<file path="src/bcsq_map.svh">
// Constants for the sequencer control operation group
`ifndef BCSQ_MAP_SVH
`define BCSQ_MAP_SVH
`define BCSQ_OP_RETURN 16'h0004
`define BCSQ_OP_IRQ 16'h0006
`define BCSQ_OP_STOP 16'h0007
`define BCSQ_OP_DELAY 16'h0008
`define BCSQ_OP_WAIT_FRAME 16'h0009
`define BCSQ_OP_CMP_FRAME 16'h000A
`define BCSQ_OP_CMP_MSG 16'h000B
`define BCSQ_STACK_DEPTH 3'h4
`define BCSQ_IRQ_LSB 2
`define BCSQ_IRQ_MSB 5
`define BCSQ_FLAG_RESET 1'h0
`define BCSQ_TICK_NS 1000
`define BCSQ_CLK_NS 10
`define BCSQ_CYC_PER_US (`BCSQ_TICK_NS / `BCSQ_CLK_NS)
`endif

</file>
<file path="src/bcsq_pkg.sv">
// Types for the sequencer control operation group
package bcsq_pkg;
  typedef logic [15:0] bcsq_word_type;
  typedef enum logic [1:0] {ST_IDLE, ST_DELAY, ST_WAITF} bcsq_state_type;
  typedef struct packed {
    bcsq_state_type state;
    logic [3:0][15:0] stack;
    logic [2:0] depth;
    logic ready;
    logic done;
    logic ret_valid;
    logic [15:0] ret_addr;
    logic [3:0] irq;
    logic stopped;
    logic below;
    logic at_or_above;
    logic same;
    logic differ;
    logic tmr_load;
  } bcsq_ops_type;
  typedef struct packed {
    logic [15:0] remain;
    logic [6:0] div;
    logic busy;
    logic done;
  } bcsq_tmr_type;
endpackage

</file>
<file path="src/bcsq_us_timer.sv">
// Microsecond countdown timer used by the timed wait operation
`timescale 1ns/10ps
`include "bcsq_map.svh"
module bcsq_us_timer (
  // Clock and reset
  input wire logic clk,
  input wire logic srst,
  // Load and expiry
  input wire logic load,
  input wire bcsq_pkg::bcsq_word_type load_value,
  output logic done
);
  import bcsq_pkg::*;
  localparam logic [6:0] TICK_LAST = 7'(`BCSQ_CYC_PER_US - 1);
  bcsq_tmr_type r_reg;
  bcsq_tmr_type r_next;

  always_comb
  begin
    r_next = r_reg;
    r_next.done = 1'b0;
    if (load)
    begin
      r_next.remain = load_value;
      r_next.div = 7'h00;
      r_next.busy = (load_value != 16'h0000);
      r_next.done = (load_value == 16'h0000);
    end
    else if (r_reg.busy)
    begin
      if (r_reg.div == TICK_LAST)
      begin
        r_next.div = 7'h00;
        if (r_reg.remain == 16'h0001)
        begin
          r_next.busy = 1'b0;
          r_next.done = 1'b1;
        end
        r_next.remain = r_reg.remain - 16'h0001;
      end
      else
      begin
        r_next.div = r_reg.div + 7'h01;
      end
    end
  end

  always_ff @(posedge clk)
  begin
    if (srst)
      r_reg <= '0;
    else
      r_reg <= r_next;
  end

  assign done = r_reg.done;
endmodule

</file>
<file path="src/bcsq_ctrl_ops.sv">
// Sequencer return, interrupt, stop, wait and timer compare operations
`timescale 1ns/10ps
`include "bcsq_map.svh"
module bcsq_ctrl_ops (
  // Clock and reset
  input wire logic clk,
  input wire logic srst,
  // Instruction issue
  input wire logic instr_valid,
  input wire bcsq_pkg::bcsq_word_type opcode,
  input wire bcsq_pkg::bcsq_word_type param,
  input wire logic cond_true,
  output logic instr_ready,
  output logic instr_done,
  // Return target
  output logic return_valid,
  output bcsq_pkg::bcsq_word_type return_addr,
  // Call push from the call operation
  input wire logic push_valid,
  input wire bcsq_pkg::bcsq_word_type push_addr,
  output logic [2:0] stack_depth,
  // Host control
  input wire logic start_cmd,
  output logic stopped,
  // Interrupt status bits 5-2
  output logic [3:0] irq_set,
  // Timer counts
  input wire bcsq_pkg::bcsq_word_type frame_time,
  input wire bcsq_pkg::bcsq_word_type msg_time,
  // Shared flags
  input wire logic host_flag_wr,
  input wire logic host_user_flag_a,
  input wire logic host_user_flag_b,
  output logic below_flag,
  output logic at_or_above_flag,
  output logic same_flag,
  output logic differ_flag
);
  import bcsq_pkg::*;
  bcsq_ops_type r_reg;
  bcsq_ops_type r_next;
  logic take;
  logic tmr_done;
  logic is_cond_op;
  bcsq_word_type top_addr;

  // Returns below, at_or_above, same, differ
  function automatic logic [3:0] cmp_flags(input bcsq_word_type p, input bcsq_word_type c);
    cmp_flags = {p < c, p >= c, p == c, p != c};
  endfunction

  assign take = instr_valid && r_reg.ready;
  assign is_cond_op = (opcode == `BCSQ_OP_RETURN) || (opcode == `BCSQ_OP_IRQ) ||
    (opcode == `BCSQ_OP_STOP) || (opcode == `BCSQ_OP_DELAY) || (opcode == `BCSQ_OP_WAIT_FRAME);
  assign top_addr = r_reg.stack[2'(r_reg.depth - 3'h1)];

  bcsq_us_timer u_timer (
    .clk(clk),
    .srst(srst),
    .load(r_reg.tmr_load),
    .load_value(param),
    .done(tmr_done)
  );

  always_comb
  begin
    r_next = r_reg;
    r_next.done = 1'b0;
    r_next.ret_valid = 1'b0;
    r_next.irq = 4'h0;
    r_next.tmr_load = 1'b0;
    if (host_flag_wr)
    begin
      r_next.below = host_user_flag_a;
      r_next.at_or_above = !host_user_flag_a;
      r_next.differ = host_user_flag_b;
      r_next.same = !host_user_flag_b;
    end
    if (push_valid && (r_reg.depth < `BCSQ_STACK_DEPTH) &&
        !(take && (opcode == `BCSQ_OP_RETURN)))
    begin
      r_next.stack[2'(r_reg.depth)] = push_addr;
      r_next.depth = r_reg.depth + 3'h1;
    end
    if (start_cmd)
      r_next.stopped = 1'b0;
    case (r_reg.state)
      ST_IDLE:
      begin
        if (take)
        begin
          r_next.done = 1'b1;
          case (opcode)
            `BCSQ_OP_RETURN:
            begin
              if (cond_true && (r_reg.depth != 3'h0))
              begin
                r_next.depth = r_reg.depth - 3'h1;
                r_next.ret_addr = top_addr;
                r_next.ret_valid = 1'b1;
              end
            end
            `BCSQ_OP_IRQ:
            begin
              if (cond_true)
                r_next.irq = param[3:0];
            end
            `BCSQ_OP_STOP:
            begin
              if (cond_true)
                r_next.stopped = 1'b1;
            end
            `BCSQ_OP_DELAY:
            begin
              if (cond_true)
              begin
                r_next.done = 1'b0;
                r_next.tmr_load = 1'b1;
                r_next.state = ST_DELAY;
              end
            end
            `BCSQ_OP_WAIT_FRAME:
            begin
              if (cond_true)
              begin
                r_next.done = 1'b0;
                r_next.state = ST_WAITF;
              end
            end
            `BCSQ_OP_CMP_FRAME:
            begin
              {r_next.below, r_next.at_or_above, r_next.same, r_next.differ} =
                cmp_flags(param, frame_time);
            end
            `BCSQ_OP_CMP_MSG:
            begin
              {r_next.below, r_next.at_or_above, r_next.same, r_next.differ} =
                cmp_flags(param, msg_time);
            end
            default:
            begin
              r_next.done = 1'b1;
            end
          endcase
        end
      end
      ST_DELAY:
      begin
        if (tmr_done)
        begin
          r_next.done = 1'b1;
          r_next.state = ST_IDLE;
        end
      end
      ST_WAITF:
      begin
        if (frame_time == 16'h0000)
        begin
          r_next.done = 1'b1;
          r_next.state = ST_IDLE;
        end
      end
      default:
      begin
        r_next.state = ST_IDLE;
      end
    endcase
    r_next.ready = (r_next.state == ST_IDLE) && !r_next.stopped;
  end

  always_ff @(posedge clk)
  begin
    if (srst)
    begin
      r_reg <= '0;
      r_reg.state <= ST_IDLE;
      r_reg.below <= `BCSQ_FLAG_RESET;
      r_reg.at_or_above <= !`BCSQ_FLAG_RESET;
      r_reg.same <= !`BCSQ_FLAG_RESET;
      r_reg.differ <= `BCSQ_FLAG_RESET;
      r_reg.ready <= 1'b1;
    end
    else
      r_reg <= r_next;
  end

  assign instr_ready = r_reg.ready;
  assign instr_done = r_reg.done;
  assign return_valid = r_reg.ret_valid;
  assign return_addr = r_reg.ret_addr;
  assign stack_depth = r_reg.depth;
  assign stopped = r_reg.stopped;
  assign irq_set = r_reg.irq;
  assign below_flag = r_reg.below;
  assign at_or_above_flag = r_reg.at_or_above;
  assign same_flag = r_reg.same;
  assign differ_flag = r_reg.differ;
endmodule

</file>
<file path="config.mk">
export PLATFORM = sky130hd
export DESIGN_NAME = bcsq_ctrl_ops
export DESIGN_NICKNAME = d
export VERILOG_FILES = /design/src/bcsq_pkg.sv /design/src/bcsq_us_timer.sv /design/src/bcsq_ctrl_ops.sv
export VERILOG_INCLUDE_DIRS = /design/src
export SDC_FILE = /design/constraint.sdc
export NUM_CORES = 1
export LEC_CHECK = 0
export ABC_AREA = 1
export BUFFER_PORTS_ARGS = -buffer_cell sky130_fd_sc_hd__buf_2
export CELL_PAD_IN_SITES_DETAIL_PLACEMENT = 1
export CELL_PAD_IN_SITES_GLOBAL_PLACEMENT = 1
export CORE_ASPECT_RATIO = 0.9
export CORE_MARGIN = 2
export CORE_UTILIZATION = 40
export DETAILED_ROUTE_END_ITERATION = 6
export GPL_ROUTABILITY_DRIVEN = 0
export PLACE_DENSITY_LB_ADDON = 0.1
export SLEW_MARGIN = 20
export SYNTH_ARGS = -nofsm -noshare
export SYNTH_HDL_FRONTEND = slang
export SYNTH_SLANG_ARGS = --single-unit
</file>
<file path="constraint.sdc">
create_clock -name clk -period 2.85 [get_ports clk]
set_clock_uncertainty 0.05 [all_clocks]
set_input_delay 0.57 -clock clk [delete_from_list [all_inputs] [get_ports clk]]
set_output_delay 0.57 -clock clk [all_outputs]
set_load 0.01 [all_outputs]
</file>
* Word level (Yosys, flattened, before mapping)
Index checks and enable logic that the tools add are counted.
** Word-level totals
- Logic and storage cells :: 121
- Bits in registers :: 123
** Operators by class
- Equality and inequality tests :: 15
- Reduce and logical (&&, ||, !) cells :: 26
- $add $sub $neg :: 4
- Multiplexer cells :: 41
- Bitwise logic cells :: 6
- Magnitude comparators :: 8
** Operator list (number)
- $bwmux W64 :: 1
- $eq A16 B4 Y1 const B :: 4
- $mux W25 :: 2
- $eq A16 B3 Y1 const B :: 3
- $mux W16 :: 3
- $mux W17 :: 2
- $bmux W16 S2 :: 1
- $demux W16 S2 :: 1
- $eq A16 B16 Y1 :: 2
- $ge A16 B16 Y1 :: 2
- $logic_not A16 Y1 :: 2
- $lt A16 B16 Y1 :: 2
- $ne A16 B16 Y1 :: 2
- $mux W28 :: 1
- $eq A16 B1 Y1 const B :: 1
- $reduce_bool A16 Y1 :: 1
- $sub A16 B1 Y16 const B :: 1
- $mux W3 :: 5
- $mux W2 :: 7
- $mux W4 :: 3
- $mux W1 :: 9
- $pmux W4 S2 :: 1
- $reduce_or A4 Y1 :: 2
- $add A7 B1 Y7 const B :: 1
- 23 further kinds :: 41

* Depth between registers and ports, before layout
Gate-level depths: netlist of the first run.
- Word-level depth :: 9
- Depth in mapped cells :: 15
- Mapped depth without buffers :: 15

* Modules after synthesis
Synthesis of the first run repeated with hierarchy kept, for this count alone.
** Unflattened totals
- Cell total of the unflattened synthesis :: 1033
- Area total of the unflattened synthesis :: 6974.2 um^2
** By module, submodules not included
- bcsq_ctrl_ops :: cells an instance 757, area each 5260.0 um^2, times used 1, sequential area each 1961.9 um^2
- bcsq_us_timer :: cells an instance 276, area each 1714.1 um^2, times used 1, sequential area each 500.5 um^2

* Worst setup path after synthesis of the first run
No wires, ideal clock.
- Path type :: register -> register
- From :: reg r_reg, in the netlist stack_depth[0]
- To :: reg r_reg, in the netlist return_addr[10]
- Library setup time :: 119 ps
- Buffers on the path :: 3
- Arrival :: 2066 ps
- Setup slack :: 615 ps
- Stages on the path, launching flop included :: 12
- Path through :: dfxtp_1 > clkinv_1 > clkbuf_1 > ha_1 > buf_4 > clkinv_1 > clkbuf_1 > a21oi_1 > o21ai_0 > nand2_1 > o21ai_0 > a21oi_1
** On the way
- Cells in the longest elaborated chain, start to end :: 3
** RTL lines
- start, declared :: RTL line bcsq_ctrl_ops.sv:40 : bcsq_ops_type r_reg;
- start signal, assigned :: RTL line bcsq_ctrl_ops.sv:184 : r_reg <= r_next;
- $sub A3 B1 Y3 / $reduce_bool A3 Y1 (equally long branches)
- $bmux W16 S2 / $logic_and A1 B1 Y1 (equally long branches) :: RTL line bcsq_ctrl_ops.sv:55, bcsq_ctrl_ops.sv:96
- $mux W16 (not written as such) / $reduce_and A4 Y1 (equally long branches)
Several ways; a longest one is shown, not always the timed one. The select of a mux whose other input is x is not followed.
A chain may end at the register's enable or synchronous reset.

* Worst setup path in the final report of the first run
- From :: reg r_reg, in the netlist stack_depth[0]
- To :: reg r_reg, in the netlist return_addr[14]
Same word-level chain as after synthesis.

==> results of run 1 <==
## where the power goes
| group | switching [mW] | internal [mW] |
|---|---|---|
| Clock | 0.800 | 1.39 |
| Sequential | 0.0247 | 1.78 |
| Combinational | 0.354 | 0.197 |
## area by class of cell
type | count | area [um2] | area share [%]
Inverter | 176 | 661 | 8.26
Multi-Input combinational cell | 622 | 3330 | 41.7
Sequential cell | 123 | 2460 | 30.8
Timing Repair Buffer | 129 | 683 | 8.54
Clock buffer | 19 | 443 | 5.54
Tap cell | 211 | 264 | 3.30
Clock inverter | 12 | 149 | 1.86
## metrics by stage
step | worst slack [ns] | power (mW) | hold WS, ns
finish | 0.591 | 4.54 | 0.387
global route | 0.393 | 4.74 | 0.398
CTS | 0.570 | 4.59 | 0.372
detailed placement | 0.433 | 2.39 | 0.383
global placement | 0.497 | 2.38 | 0.377
floorplan | 0.615 | 2.19 | 0.370
## cell usage in the layout, fill, tap and decap left out, drive strengths merged
| cell type | netlist | routed |
|---|---|---|
| a31oi | 7 | 7 |
| clkinv | 2 | 10 |
| dfxtp | 123 | 123 |
| ha | 40 | 40 |
| o21ai | 134 | 134 |
| and3 | 1 | 1 |
| or2 | 1 | 1 |
| inv | 174 | 174 |
| nand4 | 14 | 14 |
| buf | 44 | 129 |
| bufinv | 0 | 3 |
| o21a | 2 | 2 |
| clkinvlp | 0 | 1 |
| nor4 | 5 | 5 |
| nor3 | 13 | 13 |
| o2111ai | 1 | 1 |
| a21oi | 149 | 149 |
| nand2 | 132 | 132 |
| a22o | 1 | 1 |
| nor3b | 4 | 4 |
| a21o | 1 | 1 |
| and2 | 1 | 1 |
| nand3b | 2 | 2 |
| clkbuf | 18 | 19 |
| o211ai | 2 | 2 |
| xor2 | 1 | 1 |
| nor2 | 73 | 73 |
| nand3 | 38 | 38 |
## metal layers
metal | part of all wire (%) | wire length [um] | GRT usage, %
met5 | 0 | 0 | 0
met4 | 1.3 | 249 | 6.53
met3 | 3.4 | 663 | 4.26
met2 | 44 | 8640 | 35.6
met1 | 52 | 10200 | 31.8
## worst min-delay path by stage
stage	end	slack, ns	cells past startpoint
after floorplan	r_reg[43]	0.37	2
final	irq_set[1]	0.39	3
after global placement	r_reg[82]	0.38	2
after detailed placement	r_reg[81]	0.38	2
after global routing	irq_set[1]	0.40	3
after CTS	irq_set[1]	0.37	3
## critical path: stages, from the launching register on
cell and delay, ns:
sky130_fd_sc_hd__dfxtp_1 0.49, sky130_fd_sc_hd__clkinv_1 0.14, sky130_fd_sc_hd__ha_1 0.25, sky130_fd_sc_hd__ha_1 0.20, sky130_fd_sc_hd__nor2_2 0.18, sky130_fd_sc_hd__nand4_4 0.28
sky130_fd_sc_hd__o21ai_0 0.48, sky130_fd_sc_hd__a21oi_1 0.07
## cells by family after synthesis
| family | after synthesis |
|---|---|
| AND/OR/NAND/NOR | 284 |
| flip-flops | 123 |
| buffers and inverters | 238 |
| AO/OA/AOI/OAI | 297 |
| adder cells (fa/ha/maj) | 40 |
| XOR/XNOR | 1 |
==> insert_results.sql, run 1 <==
INSERT INTO impl_metrics (metric_group, metric, value, unit) VALUES
('final_layout', 'design.final.nets', '1198', ''),
('logic_synthesis', 'postSynth.topFlopCell', 'sky130_fd_sc_hd__dfxtp_1', ''),
('routing', 'drt_iter0_markers', '227', ''),
('min_path', 'worst_hold_startpoint', 'param[1]', ''),
('cts', 'cts_resized', '0', ''),
('cts', 'cts.sink_count', '123', ''),
('critical_path', 'timing.reg2reg.setup_slack', '0.59', 'ns'),
('critical_path', 'worst_r2r_path_depth', '7', ''),
('global_routing', 'first_global_vias', '6473', ''),
('logic_synthesis', 'synth_compound_gate_area_share', '22.1', '%'),
('logic_synthesis', 'average_size_of_a_mapped_cell', '6.97', 'um2'),
('placed_design', 'dp.cells', '1261', ''),
('global_routing', 'total_congestion_overflow_after_global_routing', '0', ''),
('cts', 'clock_path_buffers', '2', ''),
('timing', 'post-route-period-util', '79.3', '%'),
('routing', 'firstDrtPassIters', '6', ''),
('floorplan', 'core_region_area', '16800', 'um2'),
('flow_run', 'drv.max_cap_violation_count', '0', ''),
('logic_synthesis', 'netlist-cell-type-count', '40', ''),
('routing', 'avgRoutedWirePerCell', '15.3', 'um'),
('critical_path', 'setup.worst_path.class', 'reg2reg', ''),
('min_path', 'worst_hold_path_type', 'in2reg', ''),
('critical_path', 'startpoint', 'stack_depth[0]', ''),
('logic_synthesis', 'xor_xnor_cell_area_share_of_the_yosys_netlist', '0.128', '%'),
('timing', 'finalHoldViolations', '0', ''),
('cts', 'post-cts-setup-buffers', '0', ''),
('power', 'irDropWorstVdd', '329', 'uV'),
('final_layout', 'fill_cells', '2180', ''),
('critical_path', 'startpoint_type', 'register', ''),
('cts', 'cts_tree', 'built', ''),
('cts', 'clock_tree.htree_level_count', '4', ''),
('critical_path', 'worst_setup_path_end_kind', 'register', ''),
('timing', 'fin_crit', '2.26', 'ns'),
('floorplan', 'die_height', '128', 'um'),
('logic_synthesis', 'count_of_flip_flops_with_a_built_in_enable_after_synthesis', '0', ''),
('cts', 'clock_latency', '0.42', 'ns'),
('timing', 'max_slew.worst_pin.slew', '0.712', 'ns'),
('logic_synthesis', 'postSynthNetCount', '1112', ''),
('routing', 'dr_total_vias', '6522', ''),
('timing', 'rsz_0062_raised_after_global_routing', 'no', ''),
('routing', 'route.detailed.drc', '0', ''),
('critical_path', 'critical_path.reg2reg.startpoint', 'stack_depth[0]', ''),
('logic_synthesis', 'postSynthRegisterBits', '123', ''),
('floorplan', 'placementRows', '45', ''),
('final_layout', 'layoutNonFillerInstCount', '1292', ''),
('final_layout', 'largest_reg_flops', '67', ''),
('status', 'status', 'finished clean', ''),
('final_layout', 'drive_gt1_share', '16.8', '%'),
('routing', 'route.antenna.remaining_nets', '0', ''),
('logic_synthesis', 'synth_common_cells', 'sky130_fd_sc_hd__inv_1 (170), sky130_fd_sc_hd__a21oi_1 (149), sky130_fd_sc_hd__nand2_1 (128)', ''),
('final_layout', 'synthToLayoutAreaGrowth', '16.7', '%'),
('cts', 'postCtsHoldBufs', '0', ''),
('floorplan', 'die_area', '18200', 'um2'),
('timing', 'fmax', '443', 'MHz'),
('critical_path', 'worst_ep_required_time', '3.09', 'ns'),
('logic_synthesis', 'synth_top_family_by_area', 'compound AO/OA/AOI/OAI gates', ''),
('floorplan', 'floorplan.initialDensity', '40.7', '%'),
('logic_synthesis', 'netlist_top_cells_area', 'sky130_fd_sc_hd__dfxtp_1 (36%), sky130_fd_sc_hd__a21oi_1 (11%), sky130_fd_sc_hd__inv_1 (9.3%)', ''),
('floorplan', 'floorplan.die.width', '142', 'um'),
('logic_synthesis', 'mappedNetlistArea', '6850', 'um2'),
('logic_synthesis', 'yosys_warnings', '0', ''),
('power', 'leakage', '3.63', 'nW'),
('logic_synthesis', 'async_flop_share', '0', '%'),
('timing', 'totalNegativeSetupSlack', '0', 'ns'),
('timing', 'finalSetupViolations', '0', ''),
('global_routing', 'grt_max_degree', '73', ''),
('logic_synthesis', 'post_synth_fa_ha_maj_area_fraction', '7.31', '%'),
('placed_design', 'final_hpwl_dp', '14200', 'um'),
('critical_path', 'timing.critical_path.arrival', '2.50', 'ns'),
('logic_synthesis', 'post_synth_mux_area_share', '0', '%'),
('critical_path', 'timing.critical_path.to', 'return_addr[14]', '');
Note: power is estimated with default switching activity, not from simulation.
==> run 2, diff against run 1 <==
--- a/config.mk
+++ b/config.mk
@@ -12,7 +12,7 @@
 export CELL_PAD_IN_SITES_GLOBAL_PLACEMENT = 1
 export CORE_ASPECT_RATIO = 0.9
 export CORE_MARGIN = 2
-export CORE_UTILIZATION = 40
+export CORE_UTILIZATION = 36
 export DETAILED_ROUTE_END_ITERATION = 6
 export GPL_ROUTABILITY_DRIVEN = 0
 export PLACE_DENSITY_LB_ADDON = 0.1
==> constraint.sdc (replaced) <==
create_clock -name clk -period 1.8 [get_ports clk]
set_clock_uncertainty 0.05 [all_clocks]
set_input_delay 0.36 -clock clk [delete_from_list [all_inputs] [get_ports clk]]
set_output_delay 0.36 -clock clk [all_outputs]
set_load 0.01 [all_outputs]
==> run 2 against run 1 <==
Global-route usage decreased by 1.9 points. Setup slack got worse by 0.54 ns. Routed wire length increased by 2.3%. First-iteration DRC count shrank 26%. Cell area grew 5.4%. Via count is 0.34% higher. Sequential share of layout area decreased by 1.5 points. Critical path depth decreased by 5. Die area increased by 11%. Clock power grew 59%. Power grew 61%. Utilization fell by 2.0 points. Critical endpoint is now stack_depth[0]. Largest power group unchanged.
==> insert_results.sql, run 2 (same netlist as run 1, synthesis figures left out) <==
INSERT INTO impl_metrics (metric_group, metric, value, unit) VALUES
('status', 'status', 'finished clean', ''),
('floorplan', 'placementRows', '47', ''),
('timing', 'timing_max_transition_violations_final', '0', ''),
('timing', 'rsz_0062_raised_after_global_routing', 'yes', ''),
('routing', 'drt_iter0_markers', '168', ''),
('cts', 'cts_tree', 'built', ''),
('global_routing', 'total_congestion_overflow_after_global_routing', '0', ''),
('floorplan', 'die_height', '135', 'um'),
('final_layout', 'most_common_cell_after_layout_fill_and_taps_aside', 'sky130_fd_sc_hd__inv_1', ''),
('timing', 'post-route-period-util', '96.9', '%'),
('global_routing', 'antenna_found_initial', '0', ''),
('critical_path', 'maximum_fanout_along_the_worst_path', '35', ''),
('cts', 'clock_tree.root_cell', 'sky130_fd_sc_hd__clkbuf_16', ''),
('critical_path', 'startpoint_type', 'register', ''),
('timing', 'max_slew.worst_pin.slew', '0.360', 'ns'),
('floorplan', 'core_region_area', '18500', 'um2'),
('critical_path', 'cp_top_family', 'buffers and inverters', ''),
('floorplan', 'floorplan.initialDensity', '37.0', '%'),
('min_path', 'worst_hold_path_type', 'in2reg', ''),
('power', 'internal-power', '5.40', 'mW'),
('floorplan', 'die_area', '20100', 'um2'),
('critical_path', 'worst_r2r_path_depth', '10', ''),
('global_routing', 'grt_pass1_wl', '33200', 'um'),
('cts', 'clock_path_buffers', '2', ''),
('critical_path', 'timing.critical_path.cells', 'buf_4 > buf_2', ''),
('cts', 'cts_inserted_buffers', '17', ''),
('critical_path', 'crit_buf_inv', '2', ''),
('global_routing', 'grt_max_degree', '66', ''),
('timing', 'fmax', '573', 'MHz'),
('critical_path', 'timing.critical_path.arrival', '1.33', 'ns'),
('min_path', 'number_of_cells_on_the_worst_hold_path', '3', ''),
('global_routing', 'track_usage', '20.8', '%'),
('final_layout', 'largest_reg_flops', '67', ''),
('power', 'p_seq_share', '39.1', '%'),
('critical_path', 'worst_ep_required_time', '1.39', 'ns'),
('power', 'combPwrFrac', '13.2', '%'),
('routing', 'firstDrtPassIters', '4', ''),
('placed_design', 'final_hpwl_dp', '15100', 'um'),
('final_layout', 'insertedDiodeCount', '0', ''),
('critical_path', 'setup.worst_path.class', 'reg2out', ''),
('timing', 'fin_crit', '1.74', 'ns'),
('critical_path', 'critical_path.reg2reg.startpoint', 'instr_ready', ''),
('critical_path', 'worst_setup_path_end_kind', 'output pin', ''),
('min_path', 'worst_hold_startpoint', 'param[1]', ''),
('final_layout', 'drive_gt1_share', '20.2', '%'),
('final_layout', 'multi_input_comb_area', '3370', 'um2'),
('placed_design', 'dp.cells', '1322', ''),
('cts', 'clk_pin_slew_worst_paths', '0.06', 'ns'),
('power', 'fin_total_pwr', '7.30', 'mW'),
('final_layout', 'seq_area', '2470', 'um2'),
('timing', 'maxSlewHeadroom', '75.8', '%'),
('routing', 'route.detailed.drc', '0', ''),
('routing', 'route.antenna.remaining_nets', '0', ''),
('power', 'power.net_switching', '1.89', 'mW'),
('floorplan', 'io_pins', '120', ''),
('routing', 'drt-vias-per-instance', '4.81', ''),
('final_layout', 'layoutNonFillerInstCount', '1361', ''),
('critical_path', 'cp_slowest_stage_delay', '0.36', 'ns'),
('final_layout', 'design.final.nets', '1232', ''),
('timing', 'finalSetupViolations', '0', ''),
('global_routing', 'first_global_vias', '6551', ''),
('flow_run', 'drv.max_cap_violation_count', '0', ''),
('critical_path', 'crit_slowest_cell', 'sky130_fd_sc_hd__dfxtp_4', ''),
('timing', 'totalNegativeSetupSlack', '0', 'ns'),
('critical_path', 'worst_r2r_endpoint', 'return_addr[12]', ''),
('final_layout', 'synthToLayoutAreaGrowth', '23.1', '%'),
('cts', 'cts.sink_count', '123', ''),
('critical_path', 'timing.reg2reg.setup_slack', '0.14', 'ns'),
('final_layout', 'layout.cells.most_common_list', 'sky130_fd_sc_hd__inv_1 (168), sky130_fd_sc_hd__a21oi_1 (147), sky130_fd_sc_hd__nand2_1 (128)', ''),
('timing', 'finalHoldViolations', '0', ''),
('routing', 'dr_total_vias', '6544', ''),
('cts', 'clock_latency', '0.42', 'ns'),
('power', 'leakage', '3.84', 'nW'),
('power', 'pwr_density_cell', '865', 'nW/um2'),
('routing', 'drt_wl_total', '20200', 'um'),
('power', 'p_sw_share', '25.9', '%'),
('power', 'clock_power_share', '47.7', '%'),
('routing', 'avgRoutedWirePerCell', '14.8', 'um'),
('min_path', 'worstHoldEndpoint', 'irq_set[1]', ''),
('power', 'irDropWorstVdd', '662', 'uV'),
('cts', 'clock_tree.htree_level_count', '4', ''),
('placed_design', 'io_buffers', '119', ''),
('final_layout', 'fill_cells', '2410', ''),
('floorplan', 'floorplan.die.width', '149', 'um');
run 2: worst max path at each step:
stage | startpoint | end | slack, ns | depth (start not counted)
final | stack_depth[0] | stack_depth[0] | 0.06 | 2
after detailed placement | param[15] | at_or_above_flag | -0.05 | 10
after floorplan | stack_depth[0] | return_addr[10] | 0.0009 | 9
after global routing | u_timer.r_reg[2] | u_timer.r_reg[14] | -0.01 | 10
after CTS | stack_depth[0] | stack_depth[0] | 0.03 | 2
after global placement | param[15] | at_or_above_flag | -0.07 | 10
run 2: per-stage QoR:
stage / util (%) / cell area [um2] / hold slack, ns / setup slack (ns)
2_1_floorplan: - / 6880 / 0.370 / 0.000877
3_3_place_gp: 41.7 / 7720 / 0.379 / -0.0689
4_1_cts: 45.1 / 8360 / 0.133 / 0.0289
6_report: 45.5 / 8430 / 0.151 / 0.0554
3_5_place_dp: 41.7 / 7720 / 0.383 / -0.0465
5_1_grt: 45.5 / 8430 / 0.179 / -0.0146
run 2: layout make-up:
type                            instances  share of cell area [%]
Multi-Input combinational cell        622                    40.0
Sequential cell                       123                    29.3
Timing Repair Buffer                  163                    12.0
Inverter                              176                    8.01
Tap cell                              245                    3.64
Clock inverter                         11                    1.69
Clock buffer                           21                    5.34
run 2: timing repair:
action                                 4_1_cts  5_1_grt
setup buffers                                3        4
pin swaps                                    0        2
endpoints found under the hold margin        0        0
hold buffers                                 0        0
resized for setup                            1       18
setup endpoints to repair                    7       21
run 2: layer usage:
metal	track usage (%)	share of wire, %
met1	29.3	52
met5	0	0
met3	4.43	3.3
met2	32.6	44
met4	4.50	0.92
run 2: power groups by stage:
stage	logic, mW	registers (mW)	clock network, mW
floorplan	0.566	2.91	0
finish	0.966	2.85	3.48
CTS	0.961	2.85	3.56
global placement	0.928	2.91	0
detailed placement	0.942	2.91	0
global route	1.10	2.86	3.67
run 2: worst reg2reg max path: stages, from the launching register on:
cell and delay, ns:
sky130_fd_sc_hd__dfxtp_1 0.38, sky130_fd_sc_hd__nand2_1 0.08, sky130_fd_sc_hd__inv_1 0.10, sky130_fd_sc_hd__nand2_2 0.09, sky130_fd_sc_hd__inv_2 0.07, sky130_fd_sc_hd__nand2_2 0.06, sky130_fd_sc_hd__nor2_4 0.17, sky130_fd_sc_hd__nand4_4 0.11
sky130_fd_sc_hd__buf_12 0.17, sky130_fd_sc_hd__o21ai_0 0.20, sky130_fd_sc_hd__a21oi_1 0.06
==> run 3, diff against run 2 <==
--- a/config.mk
+++ b/config.mk
@@ -8,6 +8,7 @@
 export LEC_CHECK = 0
 export ABC_AREA = 1
 export BUFFER_PORTS_ARGS = -buffer_cell sky130_fd_sc_hd__buf_2
+export CAP_MARGIN = 20
 export CELL_PAD_IN_SITES_DETAIL_PLACEMENT = 1
 export CELL_PAD_IN_SITES_GLOBAL_PLACEMENT = 1
 export CORE_ASPECT_RATIO = 0.9
@@ -19,4 +20,5 @@
 export SLEW_MARGIN = 20
 export SYNTH_ARGS = -nofsm -noshare
 export SYNTH_HDL_FRONTEND = slang
+export SYNTH_HIERARCHICAL = 1
 export SYNTH_SLANG_ARGS = --single-unit
==> run 3 against run 2 <==
First-iteration DRC count up 61%. Register-to-register slack better by 0.02 ns. Flip-flop and latch count did not move. Via count is 4.9% higher. Synthesized cell count rose by 5.1%. Routed wire length rose by 7.4%. Power decreased by 3.1%. Clock power down 6.0%. Hold slack improved by 0.026 ns. Critical path depth grew 5. Largest cell class unchanged. Highest routed layer unchanged.
==> insert_results.sql, run 3 <==
INSERT INTO impl_metrics (metric_group, metric, value, unit) VALUES
('logic_synthesis', 'dominant_cell_type_by_area_after_synthesis', 'sky130_fd_sc_hd__dfxtp_1', ''),
('timing', 'maxSlewHeadroom', '69.9', '%'),
('logic_synthesis', 'post-synth-top-area-fraction', '35.3', '%'),
('critical_path', 'worst_setup_path_end_kind', 'register', ''),
('floorplan', 'floorplan.initialDensity', '36.5', '%'),
('logic_synthesis', 'synth_seq_area_share', '35.3', '%'),
('timing', 'post-route-period-util', '91.1', '%'),
('flow_run', 'drv.max_cap_violation_count', '0', ''),
('logic_synthesis', 'mappedNetlistArea', '6970', 'um2'),
('placed_design', 'final_hpwl_dp', '15900', 'um'),
('floorplan', 'floorplan.die.width', '151', 'um'),
('floorplan', 'io_pins', '120', ''),
('cts', 'cts_inserted_buffers', '17', ''),
('logic_synthesis', 'average_size_of_a_mapped_cell', '6.75', 'um2'),
('routing', 'avgRoutedWirePerCell', '15.3', 'um'),
('final_layout', 'layout.cells.most_common_list', 'sky130_fd_sc_hd__nor2_1 (221), sky130_fd_sc_hd__nand2_1 (177), sky130_fd_sc_hd__dfxtp_1 (122)', ''),
('logic_synthesis', 'postSynthNetCount', '1162', ''),
('min_path', 'worst_hold_path_type', 'in2reg', ''),
('timing', 'rsz_0062_raised_after_global_routing', 'no', ''),
('logic_synthesis', 'syn-instance-count', '1033', ''),
('logic_synthesis', 'count_of_flip_flops_with_a_built_in_enable_after_synthesis', '0', ''),
('floorplan', 'placementRows', '48', ''),
('critical_path', 'worst_ep_required_time', '2.07', 'ns'),
('final_layout', 'drive_gt1_share', '19.1', '%'),
('status', 'status', 'finished clean', ''),
('cts', 'clock_path_buffers', '2', ''),
('cts', 'cts.sink_count', '123', ''),
('logic_synthesis', 'netlist_top_cells_area', 'sky130_fd_sc_hd__dfxtp_1 (35%), sky130_fd_sc_hd__nor2_1 (12%), sky130_fd_sc_hd__nand2_1 (9.5%)', ''),
('final_layout', 'insertedDiodeCount', '0', ''),
('timing', 'fin_crit', '1.64', 'ns'),
('final_layout', 'design.final.nets', '1281', ''),
('global_routing', 'first_global_vias', '7004', ''),
('routing', 'route.detailed.drc', '0', ''),
('logic_synthesis', 'synth_common_cells', 'sky130_fd_sc_hd__nor2_1 (221), sky130_fd_sc_hd__nand2_1 (177), sky130_fd_sc_hd__dfxtp_1 (123)', ''),
('critical_path', 'setup.worst_path.class', 'reg2reg', ''),
('global_routing', 'antenna_found_initial', '0', ''),
('floorplan', 'core_region_area', '19100', 'um2'),
('cts', 'clk_pin_slew_worst_paths', '0.06', 'ns'),
('final_layout', 'fill_cells', '2520', ''),
('timing', 'max_slew.worst_pin.slew', '0.450', 'ns'),
('routing', 'route.antenna.remaining_nets', '0', ''),
('power', 'pwr_density_cell', '835', 'nW/um2'),
('global_routing', 'grt_max_degree', '59', ''),
('logic_synthesis', 'async_flop_share', '0', '%'),
('placed_design', 'placement.cell_area', '7860', 'um2'),
('logic_synthesis', 'postSynthRegisterBits', '123', ''),
('logic_synthesis', 'yosys_warnings', '6', ''),
('routing', 'drt-vias-per-instance', '4.85', ''),
('critical_path', 'startpoint_type', 'register', ''),
('final_layout', 'synthToLayoutAreaGrowth', '21.4', '%'),
('global_routing', 'track_usage', '22.3', '%'),
('critical_path', 'timing.critical_path.cells', 'inv_1 > ha_4 > buf_4 > o21ai_0 > o22ai_1 > nor2_1 > a211oi_1', ''),
('timing', 'finalHoldViolations', '0', ''),
('critical_path', 'cp_slowest_stage_delay', '0.34', 'ns'),
('routing', 'drt_wl_total', '21700', 'um'),
('power', 'leakage', '4.07', 'nW'),
('routing', 'dr_total_vias', '6862', ''),
('power', 'fin_total_pwr', '7.07', 'mW'),
('timing', 'finalSetupViolations', '0', ''),
('logic_synthesis', 'postSynth.topFlopCell', 'sky130_fd_sc_hd__dfxtp_1', ''),
('cts', 'clock_tree.root_cell', 'sky130_fd_sc_hd__clkbuf_16', ''),
('routing', 'drt_iter0_markers', '270', ''),
('critical_path', 'timing.critical_path.arrival', '1.91', 'ns'),
('cts', 'postCtsHoldBufs', '0', ''),
('global_routing', 'grt_pass1_wl', '36100', 'um'),
('critical_path', 'maximum_fanout_along_the_worst_path', '10', ''),
('floorplan', 'die_area', '20500', 'um2'),
('critical_path', 'crit_slowest_cell', 'sky130_fd_sc_hd__ha_4', ''),
('cts', 'clock_tree.htree_level_count', '4', ''),
('final_layout', 'largest_reg_flops', '67', ''),
('power', 'irDropWorstVdd', '653', 'uV'),
('final_layout', 'final_design_area_no_fill', '8470', 'um2'),
('timing', 'fmax', '610', 'MHz'),
('final_layout', 'most_common_cell_after_layout_fill_and_taps_aside', 'sky130_fd_sc_hd__nor2_1', ''),
('logic_synthesis', 'netlist-cell-type-count', '45', ''),
('cts', 'clock_latency', '0.41', 'ns'),
('cts', 'cts_tree', 'built', ''),
('floorplan', 'die_height', '136', 'um'),
('placed_design', 'io_buffers', '119', ''),
('timing', 'timing_max_transition_violations_final', '0', ''),
('logic_synthesis', 'synthMostInstantiatedCell', 'sky130_fd_sc_hd__nor2_1', ''),
('global_routing', 'total_congestion_overflow_after_global_routing', '0', ''),
('routing', 'firstDrtPassIters', '4', '');
==> run 3: cell types whose count changed after synthesis, sizes merged, moves of 10 or more <==
cell	previous run	this run
a21oi	149	61
buf	44	34
inv	174	122
nand2	132	184
nor2	73	230
o21ai	134	103
o22ai	0	16
==> run 3: worst max-delay path, delay by kind of cell (launching register included) <==
family                   cells  cell delay, ns
AO/OA/AOI/OAI                3            0.49
adder cells (fa/ha/maj)      1            0.34
flip-flops                   1            0.33
buffers and inverters        2            0.28
AND/OR/NAND/NOR              1            0.07
==> run 3: worst paths after layout <==
kind	cells past startpoint	slack, ns	end	start
worst max-delay path	7	0.16	return_addr[13]	stack_depth[1]
worst min-delay path	3	0.18	r_reg[69]	push_addr[5]
worst max register to register	7	0.16	return_addr[13]	stack_depth[1]
worst min register to register	2	0.39	return_addr[7]	return_addr[7]
==> run 3: through the flow <==
stage,cells,util [%],TNS [ns],worst slack [ns],hold slack (ns)
after global placement,1378,41.2,-3.53,-0.124,0.380
after global routing,1415,44.3,0,0.0195,0.173
final,1415,44.3,0,0.159,0.177
after detailed placement,1378,41.2,-7.62,-0.223,0.384
after CTS,1410,44.1,0,0.0162,0.165
after floorplan,1033,-,0,0.0799,0.374
==> run 3: what timing repair did <==
action / 4_1_cts / 5_1_grt
setup endpoints to repair: 9 / 57
resized for setup: 1 / 5
pin swaps: 0 / 1
hold endpoints to repair: 0 / 0
buffers inserted: 0 / 5
==> run 3: layout make-up <==
type	count	area, um2	share of cell area [%]
clock inverter	14	123	1.45
sequential	123	2460	29.1
multi-input combinational	728	3680	43.5
inverter	125	494	5.84
clock buffer	18	439	5.19
timing repair buffer	157	956	11.3
tap	250	313	3.69
==> run 3: power by group <==
part           internal [mW]  switching [mW]
Sequential              2.81          0.0451
Clock                   1.93            1.34
Combinational          0.363           0.576
Total                   5.11            1.96
==> run 3: kinds of logic (layout without fill, tap and decap cells) <==
| logic type | Yosys count | in the layout | share of synthesized area (%) |
|---|---|---|---|
| AND/OR/NAND/NOR | 489 | 489 | 30.1 |
| AO/OA/AOI/OAI | 196 | 196 | 15.0 |
| buffers and inverters | 182 | 314 | 12.1 |
| adder cells (fa/ha/maj) | 40 | 40 | 7.18 |
| XOR/XNOR | 3 | 3 | 0.377 |
| flip-flops | 123 | 123 | 35.3 |
==> run 3: metal layers <==
layer,vias up,GRT usage (%),part of all wire [%]
li1,3536,-,-
met1,3195,32.4,53
met2,112,33.1,42
met3,19,4.87,3.5
met4,0,6.13,1.3
met5,-,0,0
